===== config.mk =====
export PLATFORM = sky130hd
export DESIGN_NAME = fws_poller
export DESIGN_NICKNAME = d
export VERILOG_FILES = /design/src/core/fws_pkg.sv /design/src/core/fws_poller.sv /design/src/core/fws_cycle.sv
export VERILOG_INCLUDE_DIRS = /design/src /design/src/core
export SDC_FILE = /design/constraint.sdc
export NUM_CORES = 1
export LEC_CHECK = 0
export ABC_AREA = 1
export BUFFER_PORTS_ARGS = -buffer_cell sky130_fd_sc_hd__buf_2
export CORE_UTILIZATION = 40
export DETAILED_ROUTE_END_ITERATION = 10
export GPL_TIMING_DRIVEN = 0
export HOLD_SLACK_MARGIN = 0.02
export PLACE_DENSITY_LB_ADDON = 0.1
export SLEW_MARGIN = 20
export SYNTH_ARGS = -nofsm -noshare
export SYNTH_HDL_FRONTEND = slang
export SYNTH_SLANG_ARGS = --single-unit

===== constraint.sdc =====
create_clock -name clock -period 2.1 [get_ports clock]
set_clock_uncertainty 0.15 [all_clocks]
set_input_delay 0 -clock clock [delete_from_list [all_inputs] [get_ports clock]]
set_output_delay 0 -clock clock [all_outputs]
set_load 0.1 [all_outputs]

===== src/core/fws_consts.svh =====
// Constant definitions for the flash status poller: offsets, fields, timing.
`ifndef FWS_CONSTS_SVH
`define FWS_CONSTS_SVH

// Register byte offsets on the Avalon-MM slave.
`define FWS_REG_CTRL       5'h00
`define FWS_REG_ADDR       5'h04
`define FWS_REG_WDATA      5'h08
`define FWS_REG_STATUS     5'h0c
`define FWS_REG_RDATA      5'h10

// Control register fields.
`define FWS_CTRL_OP_LSB    0
`define FWS_CTRL_OP_MSB    2
`define FWS_CTRL_ARM_BIT   3

// Status register fields.
`define FWS_ST_BUSY        0
`define FWS_ST_DONE        1
`define FWS_ST_FAIL        2
`define FWS_ST_REJECT      3
`define FWS_ST_WIN_OPEN    4
`define FWS_ST_SUSPENDED   5
`define FWS_ST_TOG2_CHG    6
`define FWS_ST_TOG1_CHG    7
`define FWS_ST_FIRST_LSB   8
`define FWS_ST_LAST_LSB    16

// Status bit positions on the flash data bus.
`define FWS_POLL_BIT       7
`define FWS_TOG1_BIT       6
`define FWS_FAIL_BIT       5
`define FWS_WIN_BIT        3
`define FWS_TOG2_BIT       2

// Timing: clock period and flash timing in their own units.
`define FWS_CLK_NS         8
`define FWS_T_ACC_NS       70
`define FWS_T_WP_NS        40
`define FWS_T_REC_NS       20
`define FWS_T_SUSP_US      15
`define FWS_T_WIN_US       50

// Least times and the suspend latency round up, the window time rounds down.
`define FWS_ACC_CYC  ((`FWS_T_ACC_NS + `FWS_CLK_NS - 1) / `FWS_CLK_NS)
`define FWS_WP_CYC   ((`FWS_T_WP_NS + `FWS_CLK_NS - 1) / `FWS_CLK_NS)
`define FWS_REC_CYC  ((`FWS_T_REC_NS + `FWS_CLK_NS - 1) / `FWS_CLK_NS)
`define FWS_SUSP_CYC ((`FWS_T_SUSP_US * 1000 + `FWS_CLK_NS - 1) / `FWS_CLK_NS)
`define FWS_WIN_CYC  ((`FWS_T_WIN_US * 1000) / `FWS_CLK_NS)

`endif


===== src/core/fws_pkg.sv =====
// Types shared by the flash status poller modules.
package fws_pkg;

    // Operations that software starts through the control register.
    typedef enum logic [2:0] {
        FWS_OP_WRITE      = 3'h0,
        FWS_OP_READ       = 3'h1,
        FWS_OP_POLL_PROG  = 3'h2,
        FWS_OP_POLL_ERASE = 3'h3,
        FWS_OP_TOGGLE     = 3'h4,
        FWS_OP_ADD_SECTOR = 3'h5,
        FWS_OP_SUSPEND    = 3'h6
    } fws_op_t;

    // Flash bus cycle engine states.
    typedef enum logic [2:0] {
        FWS_CY_IDLE = 3'b001,
        FWS_CY_ACT  = 3'b010,
        FWS_CY_REC  = 3'b100
    } fws_cy_state_t;

    // Sequencer states.
    typedef enum logic [12:0] {
        FWS_S_IDLE    = 13'h0001,
        FWS_S_WR      = 13'h0002,
        FWS_S_RD      = 13'h0004,
        FWS_S_DP_RD   = 13'h0008,
        FWS_S_DP_RE   = 13'h0010,
        FWS_S_FIN     = 13'h0020,
        FWS_S_TG_RD1  = 13'h0040,
        FWS_S_TG_RD2  = 13'h0080,
        FWS_S_TG_RE1  = 13'h0100,
        FWS_S_TG_RE2  = 13'h0200,
        FWS_S_SE_PRE  = 13'h0400,
        FWS_S_SE_WR   = 13'h0800,
        FWS_S_SE_POST = 13'h1000
    } fws_state_t;

endpackage


===== src/core/fws_poller.sv =====
// Flash status poller: drives a parallel flash and decodes its status bits.
//
// Behaviour
// - Suspend entry flips poll bit 0 to 1; host reads an erasing sector.
// - Host polls erase inside an erasing, unprotected sector.
// - Poll bit may flip before other bits are valid; host re-reads.
// - Programming 1 over 0 locks up with failure bit; host resets device.
// - Host checks window bit before and after each extra sector command.
`timescale 1ns/1ns
`include "fws_consts.svh"

module fws_poller #(
    parameter int ADDR_W  = 21,
    parameter int WIN_CYC = `FWS_WIN_CYC
) (
    input  wire logic              clock,
    input  wire logic              rst,
    input  wire logic              clk_en,
    input  wire logic [4:0]        avs_address,
    input  wire logic              avs_read,
    input  wire logic              avs_write,
    input  wire logic [31:0]       avs_writedata,
    output logic [31:0]            avs_readdata,
    output logic                   avs_waitrequest,
    output logic [ADDR_W-1:0]      flash_addr,
    output logic                   flash_ce_n,
    output logic                   flash_oe_n,
    output logic                   flash_we_n,
    input  wire logic [7:0]        dq_in,
    output logic [7:0]             dq_out,
    output logic                   dq_oe_n
);
    import fws_pkg::*;

    // Bus slave state.
    logic              ack_r, ack_nxt;
    logic [31:0]       rd_r, rd_nxt;
    logic [ADDR_W-1:0] addr_r, addr_nxt;
    logic [7:0]        wdata_r, wdata_nxt;
    fws_op_t           op_r, op_nxt;
    logic              arm_r, arm_nxt;
    logic              start;

    // Sequencer state.
    fws_state_t        st_r, st_nxt;
    logic              iss_r, iss_nxt;
    logic              done_r, done_nxt;
    logic              fail_r, fail_nxt;
    logic              rej_r, rej_nxt;
    logic              susp_r, susp_nxt;
    logic              tog1_r, tog1_nxt;
    logic              tog2_r, tog2_nxt;
    logic [7:0]        first_r, first_nxt;
    logic [7:0]        last_r, last_nxt;
    logic [15:0]       win_r, win_nxt;
    logic [11:0]       wait_r, wait_nxt;

    // Cycle engine handshake.
    logic              cyc_req;
    logic              cyc_write;
    logic              cyc_done;
    logic [7:0]        cyc_rdata;
    fws_cy_state_t     cyc_state;
    logic              busy;
    logic              expect_bit;
    logic [31:0]       status;

    assign busy = (st_r != FWS_S_IDLE);

    // Program polls expect the written bit, erase and suspend expect a one.
    assign expect_bit = (op_r == FWS_OP_POLL_PROG) ?
                        wdata_r[`FWS_POLL_BIT] : 1'b1;

    assign status = {8'h00, last_r, first_r, tog1_r, tog2_r, susp_r,
                     (win_r != 16'h0000), rej_r, fail_r, done_r, busy};

    // Every access waits one cycle, so readdata comes from a flop and a
    // write lands on the single edge where waitrequest is low.
    always_comb begin
        ack_nxt   = ack_r;
        rd_nxt    = rd_r;
        addr_nxt  = addr_r;
        wdata_nxt = wdata_r;
        op_nxt    = op_r;
        arm_nxt   = arm_r;
        start     = 1'b0;
        if ((avs_read || avs_write) && !ack_r) begin
            ack_nxt = 1'b1;
            if (avs_address == `FWS_REG_CTRL) begin
                rd_nxt = {28'h0000000, arm_r, op_r};
            end else if (avs_address == `FWS_REG_ADDR) begin
                rd_nxt = 32'(addr_r);
            end else if (avs_address == `FWS_REG_WDATA) begin
                rd_nxt = {24'h000000, wdata_r};
            end else if (avs_address == `FWS_REG_STATUS) begin
                rd_nxt = status;
            end else if (avs_address == `FWS_REG_RDATA) begin
                rd_nxt = {24'h000000, last_r};
            end else begin
                rd_nxt = 32'h00000000;
            end
        end else begin
            ack_nxt = 1'b0;
        end
        // Writes while a sequence runs are dropped to keep it consistent.
        if (avs_write && ack_r && !busy) begin
            if (avs_address == `FWS_REG_CTRL) begin
                op_nxt  = fws_op_t'(
                    avs_writedata[`FWS_CTRL_OP_MSB:`FWS_CTRL_OP_LSB]);
                arm_nxt = avs_writedata[`FWS_CTRL_ARM_BIT];
                start   = 1'b1;
            end else if (avs_address == `FWS_REG_ADDR) begin
                addr_nxt = avs_writedata[ADDR_W-1:0];
            end else if (avs_address == `FWS_REG_WDATA) begin
                wdata_nxt = avs_writedata[7:0];
            end
        end
    end

    always_ff @(posedge clock) begin
        if (rst) begin
            ack_r   <= 1'b0;
            rd_r    <= 32'h00000000;
            addr_r  <= '0;
            wdata_r <= 8'h00;
            op_r    <= FWS_OP_READ;
            arm_r   <= 1'b0;
        end else if (clk_en) begin
            ack_r   <= ack_nxt;
            rd_r    <= rd_nxt;
            addr_r  <= addr_nxt;
            wdata_r <= wdata_nxt;
            op_r    <= op_nxt;
            arm_r   <= arm_nxt;
        end
    end

    assign avs_readdata    = rd_r;
    assign avs_waitrequest = (avs_read || avs_write) && !ack_r;

    // Sequencer. Each cycle state issues one flash access, then moves on when the
    // engine reports it finished; FWS_S_DP_RD and FWS_S_TG_RD2 repeat theirs until
    // the poll or toggle bit settles or the fail bit is set. Status is only meaningful once
    // software has written the full command, so polls start after it.
    always_comb begin
        st_nxt    = st_r;
        iss_nxt   = iss_r;
        done_nxt  = done_r;
        fail_nxt  = fail_r;
        rej_nxt   = rej_r;
        susp_nxt  = susp_r;
        tog1_nxt  = tog1_r;
        tog2_nxt  = tog2_r;
        first_nxt = first_r;
        last_nxt  = last_r;
        win_nxt   = (win_r != 16'h0000) ? win_r - 16'h0001 : win_r;
        wait_nxt  = (wait_r != 12'h000) ? wait_r - 12'h001 : wait_r;
        cyc_req   = 1'b0;
        cyc_write = (st_r == FWS_S_WR) || (st_r == FWS_S_SE_WR);
        if ((st_r != FWS_S_IDLE) && !iss_r && (wait_r == 12'h000)) begin
            cyc_req = (cyc_state == FWS_CY_IDLE);
            iss_nxt = cyc_req;
        end
        if (cyc_done) begin
            iss_nxt = 1'b0;
        end
        case (st_r)
            FWS_S_IDLE: begin
                if (start) begin
                    done_nxt = 1'b0;
                    fail_nxt = 1'b0;
                    rej_nxt  = 1'b0;
                    tog1_nxt = 1'b0;
                    tog2_nxt = 1'b0;
                    case (op_nxt)
                        FWS_OP_WRITE:      st_nxt = FWS_S_WR;
                        FWS_OP_POLL_PROG:  st_nxt = FWS_S_DP_RD;
                        FWS_OP_POLL_ERASE: st_nxt = FWS_S_DP_RD;
                        FWS_OP_TOGGLE:     st_nxt = FWS_S_TG_RD1;
                        FWS_OP_ADD_SECTOR: st_nxt = FWS_S_SE_PRE;
                        FWS_OP_SUSPEND:    st_nxt = FWS_S_WR;
                        default:           st_nxt = FWS_S_RD;
                    endcase
                end
            end
            FWS_S_WR: begin
                if (cyc_done) begin
                    if (op_r == FWS_OP_SUSPEND) begin
                        // Give the device its full suspend latency.
                        wait_nxt = 12'(`FWS_SUSP_CYC);
                        st_nxt   = FWS_S_FIN;
                    end else begin
                        if (arm_r) begin
                            win_nxt = 16'(WIN_CYC);
                        end
                        done_nxt = 1'b1;
                        st_nxt   = FWS_S_IDLE;
                    end
                end
            end
            FWS_S_RD: begin
                if (cyc_done) begin
                    last_nxt = cyc_rdata;
                    done_nxt = 1'b1;
                    st_nxt   = FWS_S_IDLE;
                end
            end
            FWS_S_DP_RD: begin
                if (cyc_done) begin
                    first_nxt = cyc_rdata;
                    if (cyc_rdata[`FWS_POLL_BIT] == expect_bit) begin
                        st_nxt = FWS_S_FIN;
                    end else if (cyc_rdata[`FWS_FAIL_BIT]) begin
                        st_nxt = FWS_S_DP_RE;
                    end
                end
            end
            FWS_S_DP_RE: begin
                // The poll bit may settle in the same read as the fail bit.
                if (cyc_done) begin
                    if (cyc_rdata[`FWS_POLL_BIT] == expect_bit) begin
                        st_nxt = FWS_S_FIN;
                    end else begin
                        last_nxt = cyc_rdata;
                        fail_nxt = 1'b1;
                        done_nxt = 1'b1;
                        st_nxt   = FWS_S_IDLE;
                    end
                end
            end
            FWS_S_FIN: begin
                // Final read gives a byte whose other bits are settled.
                if (cyc_done) begin
                    last_nxt = cyc_rdata;
                    if (op_r == FWS_OP_SUSPEND) begin
                        susp_nxt = cyc_rdata[`FWS_POLL_BIT];
                    end else if (op_r != FWS_OP_TOGGLE) begin
                        susp_nxt = 1'b0;
                    end
                    done_nxt = 1'b1;
                    st_nxt   = FWS_S_IDLE;
                end
            end
            FWS_S_TG_RD1: begin
                if (cyc_done) begin
                    first_nxt = cyc_rdata;
                    st_nxt    = FWS_S_TG_RD2;
                end
            end
            FWS_S_TG_RD2: begin
                // Each completed read moves the toggle bits once.
                if (cyc_done) begin
                    first_nxt = cyc_rdata;
                    tog1_nxt  = tog1_r | (cyc_rdata[`FWS_TOG1_BIT] !=
                                          first_r[`FWS_TOG1_BIT]);
                    tog2_nxt  = tog2_r | (cyc_rdata[`FWS_TOG2_BIT] !=
                                          first_r[`FWS_TOG2_BIT]);
                    if (cyc_rdata[`FWS_TOG1_BIT] == first_r[`FWS_TOG1_BIT]) begin
                        st_nxt = FWS_S_FIN;
                    end else if (cyc_rdata[`FWS_FAIL_BIT]) begin
                        st_nxt = FWS_S_TG_RE1;
                    end
                end
            end
            FWS_S_TG_RE1: begin
                if (cyc_done) begin
                    first_nxt = cyc_rdata;
                    st_nxt    = FWS_S_TG_RE2;
                end
            end
            FWS_S_TG_RE2: begin
                // Toggling may stop in the read that raised the fail bit.
                if (cyc_done) begin
                    if (cyc_rdata[`FWS_TOG1_BIT] == first_r[`FWS_TOG1_BIT]) begin
                        st_nxt = FWS_S_FIN;
                    end else begin
                        last_nxt = cyc_rdata;
                        fail_nxt = 1'b1;
                        done_nxt = 1'b1;
                        st_nxt   = FWS_S_IDLE;
                    end
                end
            end
            FWS_S_SE_PRE: begin
                if (cyc_done) begin
                    first_nxt = cyc_rdata;
                    st_nxt    = FWS_S_SE_WR;
                end
            end
            FWS_S_SE_WR: begin
                if (cyc_done) begin
                    win_nxt = 16'(WIN_CYC);
                    st_nxt  = FWS_S_SE_POST;
                end
            end
            FWS_S_SE_POST: begin
                // A closed window after the write means it may be lost.
                if (cyc_done) begin
                    last_nxt = cyc_rdata;
                    rej_nxt  = cyc_rdata[`FWS_WIN_BIT];
                    done_nxt = 1'b1;
                    st_nxt   = FWS_S_IDLE;
                end
            end
            default: st_nxt = FWS_S_IDLE;
        endcase
    end

    always_ff @(posedge clock) begin
        if (rst) begin
            st_r    <= FWS_S_IDLE;
            iss_r   <= 1'b0;
            done_r  <= 1'b0;
            fail_r  <= 1'b0;
            rej_r   <= 1'b0;
            susp_r  <= 1'b0;
            tog1_r  <= 1'b0;
            tog2_r  <= 1'b0;
            first_r <= 8'h00;
            last_r  <= 8'h00;
            win_r   <= 16'h0000;
            wait_r  <= 12'h000;
        end else if (clk_en) begin
            st_r    <= st_nxt;
            iss_r   <= iss_nxt;
            done_r  <= done_nxt;
            fail_r  <= fail_nxt;
            rej_r   <= rej_nxt;
            susp_r  <= susp_nxt;
            tog1_r  <= tog1_nxt;
            tog2_r  <= tog2_nxt;
            first_r <= first_nxt;
            last_r  <= last_nxt;
            win_r   <= win_nxt;
            wait_r  <= wait_nxt;
        end
    end

    // Pin timing lives in the cycle engine.
    fws_cycle #(
        .ADDR_W (ADDR_W)
    ) u_cycle (
        .clock      (clock),
        .rst        (rst),
        .clk_en     (clk_en),
        .req        (cyc_req),
        .req_write  (cyc_write),
        .req_addr   (addr_r),
        .req_data   (wdata_r),
        .cy_state   (cyc_state),
        .done       (cyc_done),
        .rdata      (cyc_rdata),
        .flash_addr (flash_addr),
        .flash_ce_n (flash_ce_n),
        .flash_oe_n (flash_oe_n),
        .flash_we_n (flash_we_n),
        .dq_in      (dq_in),
        .dq_out     (dq_out),
        .dq_oe_n    (dq_oe_n)
    );

endmodule


===== src/core/fws_cycle.sv =====
// Flash bus cycle engine: one read or write cycle per request.
`timescale 1ns/1ns
`include "fws_consts.svh"

module fws_cycle #(
    parameter int ADDR_W  = 21,
    parameter int ACC_CYC = `FWS_ACC_CYC,
    parameter int WP_CYC  = `FWS_WP_CYC,
    parameter int REC_CYC = `FWS_REC_CYC
) (
    input  wire logic                 clock,
    input  wire logic                 rst,
    input  wire logic                 clk_en,
    input  wire logic                 req,
    input  wire logic                 req_write,
    input  wire logic [ADDR_W-1:0]    req_addr,
    input  wire logic [7:0]           req_data,
    output fws_pkg::fws_cy_state_t    cy_state,
    output logic                      done,
    output logic [7:0]                rdata,
    output logic [ADDR_W-1:0]         flash_addr,
    output logic                      flash_ce_n,
    output logic                      flash_oe_n,
    output logic                      flash_we_n,
    input  wire logic [7:0]           dq_in,
    output logic [7:0]                dq_out,
    output logic                      dq_oe_n
);
    import fws_pkg::*;

    fws_cy_state_t     st_r, st_nxt;
    logic [7:0]        cnt_r, cnt_nxt;
    logic              wr_r, wr_nxt;
    logic              done_r, done_nxt;
    logic [7:0]        rdata_r, rdata_nxt;
    logic [ADDR_W-1:0] addr_r, addr_nxt;
    logic [7:0]        dout_r, dout_nxt;

    // Each cycle ends with strobes high for a recovery time, so every read
    // is a full chip-enable and output-enable toggle seen by the device.
    always_comb begin
        st_nxt    = st_r;
        cnt_nxt   = cnt_r;
        wr_nxt    = wr_r;
        done_nxt  = 1'b0;
        rdata_nxt = rdata_r;
        addr_nxt  = addr_r;
        dout_nxt  = dout_r;
        case (st_r)
            FWS_CY_IDLE: begin
                if (req) begin
                    st_nxt   = FWS_CY_ACT;
                    wr_nxt   = req_write;
                    addr_nxt = req_addr;
                    dout_nxt = req_data;
                    cnt_nxt  = req_write ? 8'(WP_CYC - 1) : 8'(ACC_CYC - 1);
                end
            end
            FWS_CY_ACT: begin
                if (cnt_r == 8'h00) begin
                    st_nxt  = FWS_CY_REC;
                    cnt_nxt = 8'(REC_CYC - 1);
                    if (!wr_r) begin
                        rdata_nxt = dq_in;
                    end
                end else begin
                    cnt_nxt = cnt_r - 8'h01;
                end
            end
            FWS_CY_REC: begin
                if (cnt_r == 8'h00) begin
                    st_nxt   = FWS_CY_IDLE;
                    done_nxt = 1'b1;
                end else begin
                    cnt_nxt = cnt_r - 8'h01;
                end
            end
            default: st_nxt = FWS_CY_IDLE;
        endcase
    end

    // State registers; clk_en low freezes everything.
    always_ff @(posedge clock) begin
        if (rst) begin
            st_r    <= FWS_CY_IDLE;
            cnt_r   <= 8'h00;
            wr_r    <= 1'b0;
            done_r  <= 1'b0;
            rdata_r <= 8'h00;
            addr_r  <= '0;
            dout_r  <= 8'h00;
        end else if (clk_en) begin
            st_r    <= st_nxt;
            cnt_r   <= cnt_nxt;
            wr_r    <= wr_nxt;
            done_r  <= done_nxt;
            rdata_r <= rdata_nxt;
            addr_r  <= addr_nxt;
            dout_r  <= dout_nxt;
        end
    end

    // Pin drive; data is only driven during the write pulse itself.
    assign cy_state   = st_r;
    assign done       = done_r & clk_en;
    assign rdata      = rdata_r;
    assign flash_addr = addr_r;
    assign flash_ce_n = (st_r != FWS_CY_ACT);
    assign flash_oe_n = !((st_r == FWS_CY_ACT) && !wr_r);
    assign flash_we_n = !((st_r == FWS_CY_ACT) && wr_r);
    assign dq_out     = dout_r;
    assign dq_oe_n    = !((st_r == FWS_CY_ACT) && wr_r);

endmodule


==> impl_metrics.ini, run 1 <==
[global_route]
top_usage_layer = met2
grt_pass1_vias = 7642
grt_pass1_wl_um = 40900
track_usage_pct = 24.4
grt_max_degree = 20
met1_usage_pct = 35.8
grt.met3_usage_pct = 3.19
grt.met2_usage_pct = 36.6
antenna_found_initial = 0
grt-ovfl-total = 0

[setup_path]
start_kind = flip-flop
crit_type = flip-flop to flip-flop
r2r_cells = 9
r2r_start = st_r[2]
critical_path.max_stage_delay_ps = 360
cp.depth = 9
r2r_slack_ps = 20
critPathMaxFanout = 6
crit_slowest_cell = dfxtp_2
path_buf_inv = 3
rr_endpoint = u_cycle.wr_r
crit_family = simple AND/OR/NAND/NOR gates
critPathLaunch = st_r[2]
arrival_ps = 2310
crit_chain = nor2_4 -> nand2_4 -> nor2_4 -> buf_6 -> nand4_1 -> buf_4 -> buf_4 -> a31oi_2 -> o21a_1
critPathCaptureType = flip-flop
endpoint = u_cycle.wr_r
critPathRequiredTime_ps = 2330

[cells_and_area]
antenna_cells = 0
nets = 1417
areaGrowthSynthToFinish_pct = 28.4
drive_above_1_share_pct = 20.8

[synth]
synth_area_leaders = dfxtp_1, o21ai_0, inv_1, nand2_1, nor2_1
synth_top_area_share_pct = 41.2
ys_top_cells_by_count = dfxtp_1, inv_1, nand2_1
yosys.area.top_type = dfxtp_1
avgSynthCellArea_sq_um = 7.08
ys_seq_area_share_pct = 41.2
netlist_area_sq_mm = 0.00835
synth_edf_count = 0
synth_seq_cells = 172
synth_most_common_cell = dfxtp_1
synthCells = 1180
synth-main-ff-cell = dfxtp_1
yosysUniqueCellTypes = 45
yosysWarnings = 0
ys_async_sr_fraction_pct = 0

[power]
p_sw_share_pct = 47.2
clkPwrFrac_pct = 22.4
power_mw = 15.3
ir_worst_vdd_v = 0.000613
powerDensity_mw_per_mm2 = 1420
intPower_mw = 8.06
seqPwrFrac_pct = 28.7
p_switching_mw = 7.21
leakage_nw = 4.81
p_comb_share_pct = 48.9

[floorplanning]
dieWidth_um = 146
fp.coreArea_sq_mm = 0.0204
rows = 52
die_area_sq_mm = 0.0215
die_y_um = 146
initial_utilization_pct = 41.0
io_pins = 116

[sta]
tightest_slew_ps = 702
setup_viol = 0
holdWs_ps = -4.13
finalCritPeriodShare_pct = 99.0
fin_crit_ps = 2080
relSlewSlack_pct = 53.2
rsz0062_at_grt = yes
timing_hold_violations_final = 2
slew_viol_final = 0
max_freq_mhz = 481

[placed_design]
io_buffers = 95
gp_congestion = 0.909
hpwl_um = 19200

[route]
first_pass_iters = 5
vias = 8435
wl_per_cell_um = 15.8
drc = 0
drtIter0Drc = 563
vias_per_cell = 5.13
finalWirelength_um = 26000
antenna_left = 0

[status]
status = finished, violations left
failed_checks = hold timing

[clock_network]
worstSkewPairLatency_ps = 430
clk_pin_slew_worst_paths_ps = 70
cts.sinks = 172
clock_path_buffers = 2
cts_tree = built
cts-root-buf = clkbuf_16
cts.htree.levels = 4
numCtsBuffers = 17

[flow_run]
drv_cap = 0

[worst_hold_path]
min_path_type = primary input to flip-flop
## metal layers
layer  share of wire (%)  up-vias
met5                   0        -
met4                 1.7        0
met3                 5.7       32
met2                  44      254
met1                  49     3885
li1                    -     4264
## worst min-delay path: stages
cell and delay (ps):
buf_2 100, nor2_4 60, nand3_4 110, nor2_4 60, inv_2 70, nor3_1 50
nor2_1 90
## power groups by stage
stage / logic, mW / clock network (mW) / registers [mW]
after detailed placement: 6.53 / 0 / 4.38
after global placement: 6.49 / 0 / 4.38
after CTS: 6.68 / 3.48 / 4.32
after floorplan: 3.88 / 0 / 5.76
final: 7.47 / 3.42 / 4.38
after global routing: 8.23 / 3.63 / 4.48
## flip-flops by register name, summed over array words and instances (netlist names), 3 cells and up
signal              count
addr_r                 21
first_r                 8
u_cycle.rdata           8
win_r                  16
u_cycle.dq_out          8
wdata_r                 8
wait_r                 12
u_cycle.flash_addr     21
op_r                    3
st_r                   13
avs_readdata           24
last_r                  8
u_cycle.cy_state        3
u_cycle.cnt_r           8
## through the flow
step	cell area [sq um]	TNS [ps]	util, %	std cells	worst slack (ps)
3_5_place_dp	9210	-3990	45.2	1552	-179
3_3_place_gp	9210	-3460	45.2	1552	-189
5_1_grt	10700	-168	52.7	1645	-28.1
6_report	10700	0	52.7	1645	21.8
2_1_floorplan	8400	0	-	1187	41.9
4_1_cts	10300	-12.9	50.6	1626	-12.9
## repair_timing
item	CTS	global route
setup endpoints to repair	67	134
cloned	0	3
resized for setup	10	107
buffers inserted	6	17
pin swaps	2	18
hold buffers	36	0
endpoints found under the hold margin	55	0
## worst min-delay path by stage
| stage | to | slack [ps] | cells past startpoint | start |
|---|---|---|---|---|
| finish | arm_r | -4 | 7 | avs_address[1] |
| global route | arm_r | 30 | 7 | avs_address[1] |
| CTS | avs_readdata[4] | 20 | 6 | avs_address[1] |
| detailed placement | u_cycle.rdata[2] | 90 | 3 | dq_in[2] |
| global placement | u_cycle.rdata[5] | 90 | 3 | dq_in[5] |
| floorplan | u_cycle.rdata[0] | -20 | 2 | dq_in[0] |
## area by class of cell
type                       count  area (sq um)
fill                        2042          9640
multi-input combinational    796          4270
sequential                   172          3460
timing repair buffer         157          1060
inverter                     166           632
clock buffer                  17           425
tap                          270           338
buffer                        52           322
clock inverter                15           220
## logic make-up after synthesis
group / after synthesis / synth area share, %
AOI/OAI and AO/OA: 291 / 19.2
buffers and inverters: 219 / 10.9
DFF: 172 / 41.2
and+or+nand+nor: 478 / 26.5
xor gates and xnor gates: 14 / 1.47
other: 1 / 0.0449
adders and majority gates: 5 / 0.749
## cell usage in the layout, fill, tap and decap left out, types with 17 or more instances in the layout
cell,synthesis,final
nor3_1,36,34
buf_4,10,33
a21oi_1,109,109
dfxtp_1,172,156
nand4_1,26,26
clkbuf_16,0,17
dlygate4sd3_1,0,36
nor2_1,152,142
inv_1,157,151
nor2_4,5,17
o21ai_0,124,113
nand3_1,60,56
buf_2,9,99
o211ai_1,17,17
clkbuf_1,28,20
nand2_1,155,146
Note: power is estimated with default switching activity, not from simulation.
==> run 2: changes to the inputs <==
--- a/config.mk
+++ b/config.mk
@@ -12,7 +12,7 @@
 export DETAILED_ROUTE_END_ITERATION = 10
 export GPL_TIMING_DRIVEN = 0
 export HOLD_SLACK_MARGIN = 0.02
-export PLACE_DENSITY_LB_ADDON = 0.1
+export PLACE_DENSITY_LB_ADDON = 0.25
 export SLEW_MARGIN = 20
 export SYNTH_ARGS = -nofsm -noshare
 export SYNTH_HDL_FRONTEND = slang
==> run 2 against run 1 <==
The flow now finishes without violations; combinational power decreased by 4.3%; total power decreased by 2.6%; first-iteration DRC count increased by 36%; clock power decreased by 2%; flip-flop and latch count unchanged; hold slack improved by 47 ps; register-to-register slack improved by 60 ps; final cell count decreased by 0.67%; via count about the same; sequential power about the same; cell area decreased by 2.0%; critical path type unchanged; highest routed layer unchanged.
==> impl_metrics.ini, run 2 (same netlist as run 1, synthesis figures left out) <==
[clock_network]
clk_pin_slew_worst_paths_ps = 80
cts-root-buf = clkbuf_16
cts.htree.levels = 4
numCtsBuffers = 17
cts_tree = built
cts.sinks = 172
worstSkewPairLatency_ps = 440
clock_path_buffers = 2

[power]
powerDensity_mw_per_mm2 = 1420
ir_worst_vdd_v = 0.000519
seqPwrFrac_pct = 29.3
p_comb_share_pct = 48.1
clkPwrFrac_pct = 22.6
intPower_mw = 7.78
p_switching_mw = 7.09
leakage_nw = 4.74
p_sw_share_pct = 47.7

[floorplanning]
fp.coreArea_sq_mm = 0.0204
io_pins = 116
die_area_sq_mm = 0.0215
die_y_um = 146
initial_utilization_pct = 41.0
rows = 52
dieWidth_um = 146

[placed_design]
dp_slack_ps = -184
hpwl_um = 18700
gp_congestion = 0.907
io_buffers = 95

[sta]
finalCritPeriodShare_pct = 96.2
rsz0062_at_grt = yes
slew_viol_final = 0
timing_hold_violations_final = 0
max_freq_mhz = 495
fin_crit_ps = 2020
tightest_slew_ps = 700
finalSetupTns_ps = 0
setup_viol = 0
relSlewSlack_pct = 53.3
setup_ws_ps = 80.8

[global_route]
track_usage_pct = 23.6
grt_pass1_wl_um = 39900
grt-ovfl-total = 0
grt_pass1_vias = 7587
antenna_found_initial = 0
grt_max_degree = 21

[cells_and_area]
register_area_sq_mm = 0.00346
drive_above_1_share_pct = 19.1
mostFrequentLayoutCells = dfxtp_1, inv_1, nand2_1
antenna_cells = 0
final_common_cell = dfxtp_1
nFillCells = 1991
nets = 1406
areaGrowthSynthToFinish_pct = 25.8
largest_register_ffs = 24
multi_input_area_sq_mm = 0.00418

[worst_hold_path]
min_path_type = primary input to flip-flop

[route]
vias = 8431
antenna_left = 0
drc = 0
wl_per_cell_um = 15.4
finalWirelength_um = 25100
vias_per_cell = 5.16
first_pass_iters = 6
drtIter0Drc = 764

[status]
status = finished, final reports clean

[setup_path]
crit_type = flip-flop to flip-flop
critPathCaptureType = flip-flop
start_kind = flip-flop
critPathMaxFanout = 8
critPathRequiredTime_ps = 2290
arrival_ps = 2210

[flow_run]
drv_cap = 0
[run 2: cell types whose count changed in the layout (fill, tap and decap cells not counted), moves of 3 or more]
cell,previous run,this run
nor2_2,11,7
dfxtp_2,16,12
nor2_1,142,147
clkinv_8,5,8
nand3_4,6,3
buf_2,99,102
clkbuf_4,7,1
dfxtp_1,156,160
buf_6,6,9
o21ai_0,113,117
buf_4,33,26
[run 2: final cells by class]
type / instances / area share [%]
flip-flops and latches: 172 / 32.9
clock inverters: 15 / 2.10
inverters: 166 / 5.97
plain buffers: 52 / 2.98
clock buffers: 17 / 4.05
repair buffers: 146 / 9.02
multi-input cells: 796 / 39.8
well taps: 270 / 3.21
[run 2: repair_timing]
item | 4_1_cts | 5_1_grt
hold buffers | 34 | 0
gates cloned | 0 | 3
pin swaps | 3 | 14
buffers inserted | 3 | 11
gates resized for setup | 10 | 76
setup endpoints to repair | 57 | 133
hold endpoints to repair | 52 | 0
[run 2: power groups by stage]
stage / combinational (mW) / sequential, mW / clock (mW)
global route: 7.84 / 4.45 / 3.54
detailed placement: 6.51 / 4.38 / 0
global placement: 6.46 / 4.37 / 0
floorplan: 3.88 / 5.76 / 0
CTS: 6.68 / 4.31 / 3.40
finish: 7.15 / 4.36 / 3.36
[run 2: through the flow]
stage                     instances  instance area [sq um]  utilization, %  power, mW  hold WS, ps
after floorplan                1187                   8400               -       9.64        -22.4
after global placement         1552                   9210            45.2       10.8         91.3
after detailed placement       1552                   9210            45.2       10.9         94.9
after CTS                      1621                  10200            50.3       14.4         21.5
after global routing           1634                  10500            51.6       15.8         76.0
final                          1634                  10500            51.6       14.9         42.5
[run 2: layer usage]
metal | vias up | global-route usage [%] | part of all wire (%)
li1 | 4245 | - | -
met1 | 3878 | 34.0 | 48
met2 | 273 | 35.4 | 43
met3 | 35 | 3.62 | 6.3
met4 | 0 | 8.85 | 2.5
met5 | - | 0 | 0
[run 2: worst max-delay path: stages (launching register included)]
cell and delay (ps):
dfxtp_2 350, nor2_4 150, nand2_4 110, nor2_4 200
buf_6 140, nand4_1 180, o21ai_1 180, nand2_2 120
nand2_4 150, inv_2 60, o21ai_0 70, a21oi_1 50
[run 2: final timing paths]
check	from	to	slack [ps]	depth (start not counted)
max	st_r[5]	win_r[0]	80	11
min	avs_address[0]	arm_r	40	7
max reg2reg	st_r[5]	win_r[0]	80	11
min reg2reg	win_r[0]	win_r[0]	300	1
